## config.mk

```make
export PLATFORM = sky130hd
export DESIGN_NAME = rpe_engine
export DESIGN_NICKNAME = d
export VERILOG_FILES = /design/src/rpe_pkg.sv /design/src/rpe_resp_if.sv /design/src/rpe_engine.sv /design/src/rpe_resp_bank.sv
export SDC_FILE = /design/constraint.sdc
export NUM_CORES = 1
export LEC_CHECK = 0
export BUFFER_PORTS_ARGS = -buffer_cell sky130_fd_sc_hd__buf_2
export CAP_MARGIN = 10
export CORE_AREA = 4 4 138 140
export CTS_CLUSTER_SIZE = 16
export DETAILED_ROUTE_END_ITERATION = 16
export DIE_AREA = 0 0 142 144
export PLACE_DENSITY_LB_ADDON = 0.08
export SLEW_MARGIN = 20
export SYNTH_ARGS = -nofsm -noshare
export SYNTH_HDL_FRONTEND = slang
export SYNTH_SLANG_ARGS = --single-unit
```

## constraint.sdc

```tcl
create_clock -name clk_sys_in -period 9.3 [get_ports clk_sys_in]
set_input_delay 1.86 -clock clk_sys_in [delete_from_list [all_inputs] [get_ports clk_sys_in]]
set_output_delay 1.86 -clock clk_sys_in [all_outputs]
set_load 0.01 [all_outputs]
```

## src/rpe_pkg.sv

```systemverilog
package rpe_pkg;
  // Response block offsets and object view
  localparam logic [15:0] RESP_STATUS_ECHO_OFS = 16'hB0F7;
  localparam logic [15:0] RESP_DATA_LOW_OFS = 16'hB0F8;
  localparam logic [15:0] RESP_DATA_HIGH_OFS = 16'hB0F9;
  localparam logic [15:0] RESP_TRAILING_ECHO_OFS = 16'hB0FA;
  localparam logic [15:0] RESP_OBJ_INDEX = 16'h4100;
  localparam logic [7:0] RESP_OBJ_SUB_FIRST = 8'h01;
  localparam logic [7:0] RESP_OBJ_SUB_LAST = 8'h04;
  localparam logic [15:0] RESP_WORD_RST = 16'h0000;
  // Field positions in the request words
  localparam int TOG_LEN_BIT = 7;
  localparam int TOG_CMD_BIT = 15;
  // Command codes without the toggle bit
  localparam logic [6:0] CMD_READ = 7'h01;
  localparam logic [6:0] CMD_WRITE = 7'h02;
  localparam logic [6:0] CMD_ENABLE = 7'h08;
  localparam logic [6:0] CMD_DISABLE = 7'h09;
  localparam logic [6:0] CMD_CLR_HOTSWAP = 7'h0A;
  // Node and range limits
  localparam logic [7:0] NODE_FIRST = 8'h01;
  localparam logic [7:0] NODE_LAST = 8'h20;
  localparam logic [7:0] NODE_SELF = 8'h7F;
  localparam logic [15:0] IDX_WRITE_MIN = 16'h2000;
  localparam logic [15:0] IDX_READ_MIN = 16'h1000;
  localparam logic [6:0] LEN_MIN = 7'h01;
  localparam logic [6:0] LEN_MAX = 7'h04;
  // Status codes
  localparam logic [7:0] STS_OK = 8'h80;
  localparam logic [7:0] STS_DISABLED_OK = 8'h00;
  localparam logic [7:0] STS_NOT_ENABLED = 8'h01;
  localparam logic [7:0] STS_BAD_CMD = 8'h82;
  localparam logic [7:0] STS_BAD_LEN = 8'h83;
  localparam logic [7:0] STS_BAD_NODE = 8'h84;
  localparam logic [7:0] STS_BAD_STATE = 8'h85;
  localparam logic [7:0] STS_BAD_INDEX = 8'h86;
  localparam logic [7:0] STS_TOO_LONG = 8'h87;
  localparam logic [7:0] STS_NO_BUS = 8'h88;
  localparam logic [7:0] STS_WR_SELF = 8'h89;
  localparam logic [7:0] STS_SDO_ABORT = 8'h90;
  localparam logic [7:0] STS_GENERAL = 8'hFF;
  localparam logic [7:0] BYTE_RST = 8'h00;
  localparam logic [31:0] DATA_RST = 32'h0000_0000;

  // Engine states, Gray from idle through xfer to echo, not on check to post or on the return to idle
  typedef enum logic [2:0] {
    ST_IDLE = 3'h0,
    ST_CHECK = 3'h1,
    ST_XFER = 3'h3,
    ST_POST = 3'h2,
    ST_ECHO = 3'h6
  } rpe_state_t;

  // Transfer kinds and results on the island side
  typedef enum logic [1:0] {
    XK_READ = 2'h0,
    XK_WRITE = 2'h1,
    XK_CLR_HOTSWAP = 2'h2
  } rpe_xkind_t;

  typedef enum logic [2:0] {
    XR_OK = 3'h0,
    XR_ABORT = 3'h1,
    XR_NO_BUS = 3'h2,
    XR_TOO_LONG = 3'h3,
    XR_BAD_INDEX = 3'h4,
    XR_OTHER = 3'h5
  } rpe_xres_t;
endpackage : rpe_pkg

```

## src/rpe_resp_if.sv

```systemverilog
`timescale 1ns/10ps
interface rpe_resp_if;
  logic data_we;
  logic [7:0] status;
  logic [31:0] data;
  logic echo_we;
  logic [7:0] echo;
  logic rd_en;
  logic [15:0] rd_index;
  logic [7:0] rd_sub;
  logic [15:0] rd_data;
  logic rd_ack;
  logic rd_err;
  logic [3:0][15:0] words;
  modport eng (output data_we, status, data, echo_we, echo, rd_en, rd_index, rd_sub,
               input rd_data, rd_ack, rd_err, words);
  modport bank (input data_we, status, data, echo_we, echo, rd_en, rd_index, rd_sub,
                output rd_data, rd_ack, rd_err, words);
endinterface : rpe_resp_if

```

## src/rpe_engine.sv

```systemverilog
// Behaviour
// - Request is new when command toggle changes and equals the length toggle.
// - Status and data are written first, both echo bytes one cycle later.
// - Toggle changes seen while a request is busy are absorbed and ignored.
// - Commands 01 read, 02 write, 08 enable, 09 disable, 0A clear hot-swap.
// - Read needs pre-operational or operational node, write operational, else 85.
// - Status top bit always shows whether the service is enabled.
// - Success reports 80, a successful disable reports 00.
// - Any command but enable while disabled is not run, status 01.
// - Error codes 82 to 89 for command, length, node, state, index, size, bus, self-write.
// - Aborted transfer reports 90 with the abort code as data.
// - Any other failure reports general status FF, or 7F while the service is disabled.
// - Response words readable as object 4100, sub-indices 1 to 4.
// - Words hold status plus echo, data LSB first, trailing echo.
// - Request is five 16-bit words, toggles at both ends.
// - Index, length and command range checks per command.
// - Nodes 1 to 32 and 127 only.
`timescale 1ns/10ps
module rpe_engine
  import rpe_pkg::*;
(
  input wire logic clk_sys_in,
  input wire logic rst_n_in,
  input wire logic [15:0] req_sub_len_in,
  input wire logic [15:0] req_index_in,
  input wire logic [15:0] req_data_low_in,
  input wire logic [15:0] req_data_high_in,
  input wire logic [15:0] req_cmd_node_in,
  input wire logic service_configured_in,
  input wire logic [31:0] node_preop_in,
  input wire logic [31:0] node_oper_in,
  output logic xfer_req_out,
  output logic [1:0] xfer_kind_out,
  output logic [7:0] xfer_node_out,
  output logic [15:0] xfer_index_out,
  output logic [7:0] xfer_sub_out,
  output logic [6:0] xfer_len_out,
  output logic [31:0] xfer_wdata_out,
  input wire logic xfer_done_in,
  input wire logic [2:0] xfer_result_in,
  input wire logic [31:0] xfer_rdata_in,
  output logic service_enabled_out,
  output logic [15:0] resp_status_echo_out,
  output logic [15:0] resp_data_low_out,
  output logic [15:0] resp_data_high_out,
  output logic [15:0] resp_trailing_echo_out,
  input wire logic obj_rd_in,
  input wire logic [15:0] obj_index_in,
  input wire logic [7:0] obj_sub_in,
  output logic obj_ack_out,
  output logic obj_err_out,
  output logic [15:0] obj_data_out
);
  rpe_state_t state_q, state_d;
  logic last_tog_q, last_tog_d;
  logic en_q, en_d;
  logic [7:0] cmd_q, cmd_d;
  logic [7:0] node_q, node_d;
  logic [15:0] idx_q, idx_d;
  logic [7:0] sub_q, sub_d;
  logic [6:0] len_q, len_d;
  logic [31:0] wdata_q, wdata_d;
  logic [7:0] status_q, status_d;
  logic [31:0] rdata_q, rdata_d;
  logic xreq_q, xreq_d;
  rpe_xkind_t xkind_q, xkind_d;
  logic tog_cmd, tog_len, tog_match, new_req;
  logic node_isl, len_ok, node_pre, node_op;
  logic [4:0] node_sel;
  logic [7:0] code;

  rpe_resp_if rif ();

  rpe_resp_bank u_bank (
    .clk_sys_in(clk_sys_in),
    .rst_n_in(rst_n_in),
    .rb(rif.bank)
  );

  ////////////////////////////////////////////////////////////////////////
  // toggle detection
  assign tog_cmd = req_cmd_node_in[TOG_CMD_BIT];
  assign tog_len = req_sub_len_in[TOG_LEN_BIT];
  assign tog_match = (tog_cmd == tog_len);
  assign new_req = tog_match && (tog_cmd != last_tog_q);

  // Latched request decode
  assign node_isl = (node_q >= NODE_FIRST) && (node_q <= NODE_LAST);
  assign node_sel = 5'(node_q - NODE_FIRST);
  assign node_pre = node_preop_in[node_sel];
  assign node_op = node_oper_in[node_sel];
  assign len_ok = (len_q >= LEN_MIN) && (len_q <= LEN_MAX);

  ////////////////////////////////////////////////////////////////////////
  // Engine next state
  always_comb
  begin
    state_d = state_q;
    last_tog_d = last_tog_q;
    en_d = en_q;
    cmd_d = cmd_q;
    node_d = node_q;
    idx_d = idx_q;
    sub_d = sub_q;
    len_d = len_q;
    wdata_d = wdata_q;
    status_d = status_q;
    rdata_d = rdata_q;
    xreq_d = xreq_q;
    xkind_d = xkind_q;
    code = STS_GENERAL;
    case (state_q)
      ST_IDLE:
      begin
        // take request on matching new toggle
        if (new_req)
        begin
          last_tog_d = tog_cmd;
          cmd_d = req_cmd_node_in[15:8];
          node_d = req_cmd_node_in[7:0];
          idx_d = req_index_in;
          sub_d = req_sub_len_in[15:8];
          len_d = req_sub_len_in[6:0];
          wdata_d = {req_data_high_in, req_data_low_in};
          state_d = ST_CHECK;
        end
      end
      ST_CHECK:
      begin
        state_d = ST_POST;
        rdata_d = DATA_RST;
        if (!en_q && cmd_q[6:0] != CMD_ENABLE)
          code = STS_NOT_ENABLED;
        else
        begin
          case (cmd_q[6:0])
            CMD_ENABLE, CMD_DISABLE:
            begin
              if (node_q != NODE_SELF)
                code = STS_BAD_NODE;
              else if (cmd_q[6:0] == CMD_ENABLE && !service_configured_in)
                code = STS_GENERAL;
              else
              begin
                en_d = (cmd_q[6:0] == CMD_ENABLE);
                code = STS_OK;
              end
            end
            CMD_READ:
            begin
              if (!node_isl && node_q != NODE_SELF)
                code = STS_BAD_NODE;
              else if (!len_ok)
                code = STS_BAD_LEN;
              else if (idx_q < IDX_READ_MIN)
                code = STS_BAD_INDEX;
              else if (node_isl && !node_pre && !node_op)
                code = STS_BAD_STATE;
              else
              begin
                xreq_d = 1'b1;
                xkind_d = XK_READ;
                state_d = ST_XFER;
              end
            end
            CMD_WRITE:
            begin
              if (node_q == NODE_SELF)
                code = STS_WR_SELF;
              else if (!node_isl)
                code = STS_BAD_NODE;
              else if (!len_ok)
                code = STS_BAD_LEN;
              else if (idx_q < IDX_WRITE_MIN)
                code = STS_BAD_INDEX;
              else if (!node_op)
                code = STS_BAD_STATE;
              else
              begin
                xreq_d = 1'b1;
                xkind_d = XK_WRITE;
                state_d = ST_XFER;
              end
            end
            CMD_CLR_HOTSWAP:
            begin
              if (!node_isl)
                code = STS_BAD_NODE;
              else
              begin
                xreq_d = 1'b1;
                xkind_d = XK_CLR_HOTSWAP;
                state_d = ST_XFER;
              end
            end
            default: code = STS_BAD_CMD;
          endcase
        end
        // top bit carries the enable state
        status_d = {en_d, code[6:0]};
      end
      ST_XFER:
      begin
        if (xfer_done_in)
        begin
          xreq_d = 1'b0;
          state_d = ST_POST;
          case (rpe_xres_t'(xfer_result_in))
            XR_OK: code = STS_OK;
            XR_ABORT: code = STS_SDO_ABORT;
            XR_NO_BUS: code = STS_NO_BUS;
            XR_TOO_LONG: code = STS_TOO_LONG;
            XR_BAD_INDEX: code = STS_BAD_INDEX;
            default: code = STS_GENERAL;
          endcase
          rdata_d = (code == STS_OK || code == STS_SDO_ABORT) ? xfer_rdata_in : DATA_RST;
          status_d = {en_q, code[6:0]};
        end
      end
      ST_POST: state_d = ST_ECHO;
      ST_ECHO: state_d = ST_IDLE;
      default: state_d = ST_IDLE;
    endcase
    // absorb toggles that flip while busy
    if (state_q != ST_IDLE && tog_match)
      last_tog_d = tog_cmd;
  end

  always_ff @(posedge clk_sys_in)
  begin
    if (!rst_n_in)
    begin
      state_q <= ST_IDLE;
      last_tog_q <= 1'b0;
      en_q <= 1'b0;
      cmd_q <= BYTE_RST;
      node_q <= BYTE_RST;
      idx_q <= RESP_WORD_RST;
      sub_q <= BYTE_RST;
      len_q <= 7'h00;
      wdata_q <= DATA_RST;
      status_q <= BYTE_RST;
      rdata_q <= DATA_RST;
      xreq_q <= 1'b0;
      xkind_q <= XK_READ;
    end
    else
    begin
      state_q <= state_d;
      last_tog_q <= last_tog_d;
      en_q <= en_d;
      cmd_q <= cmd_d;
      node_q <= node_d;
      idx_q <= idx_d;
      sub_q <= sub_d;
      len_q <= len_d;
      wdata_q <= wdata_d;
      status_q <= status_d;
      rdata_q <= rdata_d;
      xreq_q <= xreq_d;
      xkind_q <= xkind_d;
    end
  end

  ////////////////////////////////////////////////////////////////////////
  // data first, echo one cycle later
  assign rif.data_we = (state_q == ST_POST);
  assign rif.status = status_q;
  assign rif.data = rdata_q;
  assign rif.echo_we = (state_q == ST_ECHO);
  assign rif.echo = cmd_q;
  // object view of the response words
  assign rif.rd_en = obj_rd_in;
  assign rif.rd_index = obj_index_in;
  assign rif.rd_sub = obj_sub_in;

  // Outputs, all from flops
  assign xfer_req_out = xreq_q;
  assign xfer_kind_out = xkind_q;
  assign xfer_node_out = node_q;
  assign xfer_index_out = idx_q;
  assign xfer_sub_out = sub_q;
  assign xfer_len_out = len_q;
  assign xfer_wdata_out = wdata_q;
  assign service_enabled_out = en_q;
  assign resp_status_echo_out = rif.words[0];
  assign resp_data_low_out = rif.words[1];
  assign resp_data_high_out = rif.words[2];
  assign resp_trailing_echo_out = rif.words[3];
  assign obj_ack_out = rif.rd_ack;
  assign obj_err_out = rif.rd_err;
  assign obj_data_out = rif.rd_data;
endmodule : rpe_engine

```

## src/rpe_resp_bank.sv

```systemverilog
`timescale 1ns/10ps
module rpe_resp_bank
  import rpe_pkg::*;
(
  input wire logic clk_sys_in,
  input wire logic rst_n_in,
  rpe_resp_if.bank rb
);
  logic [3:0][15:0] words_q, words_d;
  logic [15:0] rd_data_q, rd_data_d;
  logic rd_ack_q, rd_ack_d;
  logic rd_err_q, rd_err_d;
  logic sub_ok;

  ////////////////////////////////////////////////////////////////////////
  // Word updates and object read answer
  always_comb
  begin
    words_d = words_q;
    if (rb.data_we)
    begin
      words_d[0][15:8] = rb.status;
      words_d[1] = rb.data[15:0];
      words_d[2] = rb.data[31:16];
    end
    if (rb.echo_we)
    begin
      words_d[0][7:0] = rb.echo;
      words_d[3][7:0] = rb.echo;
    end
    sub_ok = (rb.rd_index == RESP_OBJ_INDEX) && (rb.rd_sub >= RESP_OBJ_SUB_FIRST)
             && (rb.rd_sub <= RESP_OBJ_SUB_LAST);
    rd_ack_d = rb.rd_en;
    rd_err_d = rb.rd_en && !sub_ok;
    rd_data_d = rd_data_q;
    if (rb.rd_en)
      rd_data_d = sub_ok ? words_q[rb.rd_sub[1:0] - 2'h1] : RESP_WORD_RST;
  end

  always_ff @(posedge clk_sys_in)
  begin
    if (!rst_n_in)
    begin
      words_q <= {4{RESP_WORD_RST}};
      rd_data_q <= RESP_WORD_RST;
      rd_ack_q <= 1'b0;
      rd_err_q <= 1'b0;
    end
    else
    begin
      words_q <= words_d;
      rd_data_q <= rd_data_d;
      rd_ack_q <= rd_ack_d;
      rd_err_q <= rd_err_d;
    end
  end

  assign rb.words = words_q;
  assign rb.rd_data = rd_data_q;
  assign rb.rd_ack = rd_ack_q;
  assign rb.rd_err = rd_err_q;
endmodule : rpe_resp_bank

```

==> flow_metrics.py <==
metrics = {
    "setup_path": {
        "startpoint_type": "flop",
        "cp.arrival_ns": 4.47,
        "crit_fanout": 20,
        "critPathKind": "reg2reg",
        "cp-end-kind": "flop",
        "required_ns": 9.62,
    },
    "global_route": {
        "grt.overflow.total": 0,
        "grt_pass1_wl_um": 38500,
        "antenna_found_initial": 1,
        "grt_max_degree": 100,
        "grt_pass1_vias": 7512,
        "grt_usage_pct": 23.5,
    },
    "synthesis": {
        "synth-seq-area-share_pct": 44.3,
        "synthCells": 1007,
        "synth_cell_types": 58,
        "synth_edf_count": 0,
        "synth_flop_cell": "dfxtp_1",
        "syn_area_mm2": 0.00863,
        "ys_ff_latch": 191,
        "syn_area_per_cell_um2": 8.57,
        "async_flop_share_pct": 0,
        "synth_warnings": 0,
    },
    "clock_tree": {
        "postCtsSetupRepairBufs": 0,
        "htree_levels": 4,
        "cts_buffers": 17,
        "cts-root-buf": "clkbuf_16",
        "clkTransAtPathRegs_ns": 0.07,
        "cts_resized": 0,
        "clock_latency_ns": 0.44,
        "cts_tree": "done",
        "clock_path_buffers": 2,
        "cts.hold.buffers_added": 0,
        "clkSinkCount": 191,
    },
    "die": {
        "core_mm2": 0.0178,
        "fp.dieW_um": 142,
        "start_util_pct": 48.4,
        "die-area_mm2": 0.0204,
        "rows": 49,
        "die_y_um": 144,
        "io_pins": 365,
    },
    "routing": {
        "drt_iter0_markers": 409,
        "drtAntennaViolNets": 0,
        "first_pass_iters": 5,
        "vias": 8010,
        "wl_um": 25000,
        "routedWlPerCell_um": 16.1,
        "via_per_inst": 5.14,
        "drc_errors": 0,
    },
    "power_and_ir_drop": {
        "p_total_w": 0.00180,
        "power.density_mw_per_mm2": 164,
        "p_leak_nw": 4.76,
        "peakVddDrop_uv": 130,
    },
    "sta": {
        "fmax_mhz": 241,
        "slew_viol_final": 0,
        "worstMarginPinSlew_ns": 1.10,
        "post-route-period-util_pct": 44.6,
        "setup_viol": 0,
        "min_period_ns": 4.15,
        "hold_viol": 0,
        "skew_ns": 0.0115,
        "finalHoldWorstSlack_ns": 0.461,
        "tns_ns": 0,
        "slew_headroom_pct": 26.5,
        "rsz0062_at_grt": "no",
    },
    "place": {
        "dp_hpwl_um": 18400,
        "gp_congestion": 0.855,
        "port_buffers": 356,
        "dp.cells": 1524,
    },
    "layout": {
        "drive_gt1_share_pct": 32.0,
        "antenna_cells": 0,
        "syn_to_final_growth_pct": 27.5,
        "nFillCells": 1682,
        "nNetsFinal": 1530,
        "fin_cells": 1557,
    },
    "job": {
        "drv_cap": 0,
    },
    "status": {
        "status": "finished clean",
    },
    "hold_path": {
        "hp-class": "reg2reg",
    },
}
cell type report:
type	instances	area, um^2	share of cell area, %
clock buffer	20	457	4.15
tap	229	287	2.60
multi-input combinational	728	4420	40.1
clock inverter	12	103	0.932
inverter	11	41.3	0.375
timing repair buffer	366	1880	17.1
sequential	191	3820	34.7
layer usage:
layer / vias up / part of all wire (%) / wire [um] / global-route usage (%)
met3: 17 / 7.4 / 1860 / 6.51
li1: 4054 / - / - / -
met2: 255 / 51 / 12700 / 41.1
met5: - / 0 / 0 / 0
met4: 0 / 0.89 / 222 / 5.20
met1: 3684 / 41 / 10300 / 29.0
cells in the mapped netlist, types with 4 or more instances:
library cell	count	area (um^2)
dfxtp_1	191	3820
buf_1	4	15.0
nor3_1	12	60.1
nor2_1	33	124
o31ai_1	8	60.1
clkbuf_1	58	218
mux4_2	14	315
a22oi_1	34	255
inv_1	10	37.5
nand4_1	4	25.0
nor4_1	6	37.5
o21ai_0	25	125
o22ai_1	11	68.8
buf_4	17	128
nor2b_1	48	300
mux2i_1	25	250
a21oi_1	22	110
ha_1	7	87.6
nand2b_1	9	56.3
nand3_1	12	60.1
nand2_1	279	1050
a21boi_0	121	908
through the flow:
| step | worst slack, ns | cell area [um^2] | util, % |
|---|---|---|---|
| 2_1_floorplan | 5.53 | 8660 | - |
| 3_5_place_dp | 4.97 | 10400 | 58.4 |
| 5_1_grt | 4.75 | 11000 | 61.7 |
| 4_1_cts | 5.09 | 11000 | 61.5 |
| 3_3_place_gp | 4.99 | 10400 | 58.4 |
| 6_report | 5.15 | 11000 | 61.7 |
critical path: stages, from the launching register on:
cell and delay (ns):
dfxtp_1 0.84, inv_1 0.33, ha_1 0.94, mux4_2 0.42, mux4_2 0.47, mux2i_1 0.26, nand4bb_2 0.19, a41oi_2 0.28
a2111oi_0 0.11, o21a_1 0.19
state kept, by name, summed over array words and instances, names as in the netlist, 8 cells and up:
signal and count:
cmd_q 8, rdata_q 32, u_bank.rb.rd_data 16, u_bank.rb.words 47, xfer_index_out 16, xfer_node_out 8
xfer_sub_out 8, xfer_wdata_out 32
cells by family (layout without fill, tap and decap cells):
group	count (synthesis)	count (layout)	share of synthesized area, %
AOI/OAI and AO/OA	243	243	20.0
xor gates and xnor gates	6	6	0.827
adders and majority gates	7	7	1.01
buffers and inverters	95	409	5.16
DFF	191	191	44.3
muxes	41	41	6.99
other	1	8	0.0435
and+or+nand+nor	423	423	21.7
power by group:
part / internal [W] / leakage (nW) / switching [W] / total [W]
logic: 0.000115 / 2.95 / 0.000134 / 0.000249
clock network: 0.000364 / 0.267 / 0.000333 / 0.000697
registers: 0.000839 / 1.55 / 0.0000172 / 0.000856
cell usage in the layout, fill, tap and decap left out, types with 12 or more instances in the layout:
cell type,n
nand3_1,12
mux2i_1,25
nand2_1,279
buf_2,355
dfxtp_1,191
a22oi_1,34
nor2_1,33
a21boi_0,121
mux4_2,14
clkbuf_16,17
a21oi_1,22
nor2b_1,48
o21ai_0,25
final timing paths:
path         slack (ns)  cells after the start                 to               from
max                5.15                      9       xfer_req_out   xfer_node_out[0]
min                0.46                      2  xfer_index_out[1]  xfer_index_out[1]
max reg2reg        5.15                      9       xfer_req_out   xfer_node_out[0]
min reg2reg        0.46                      2  xfer_index_out[1]  xfer_index_out[1]
Note: power is estimated with default switching activity, not from simulation.
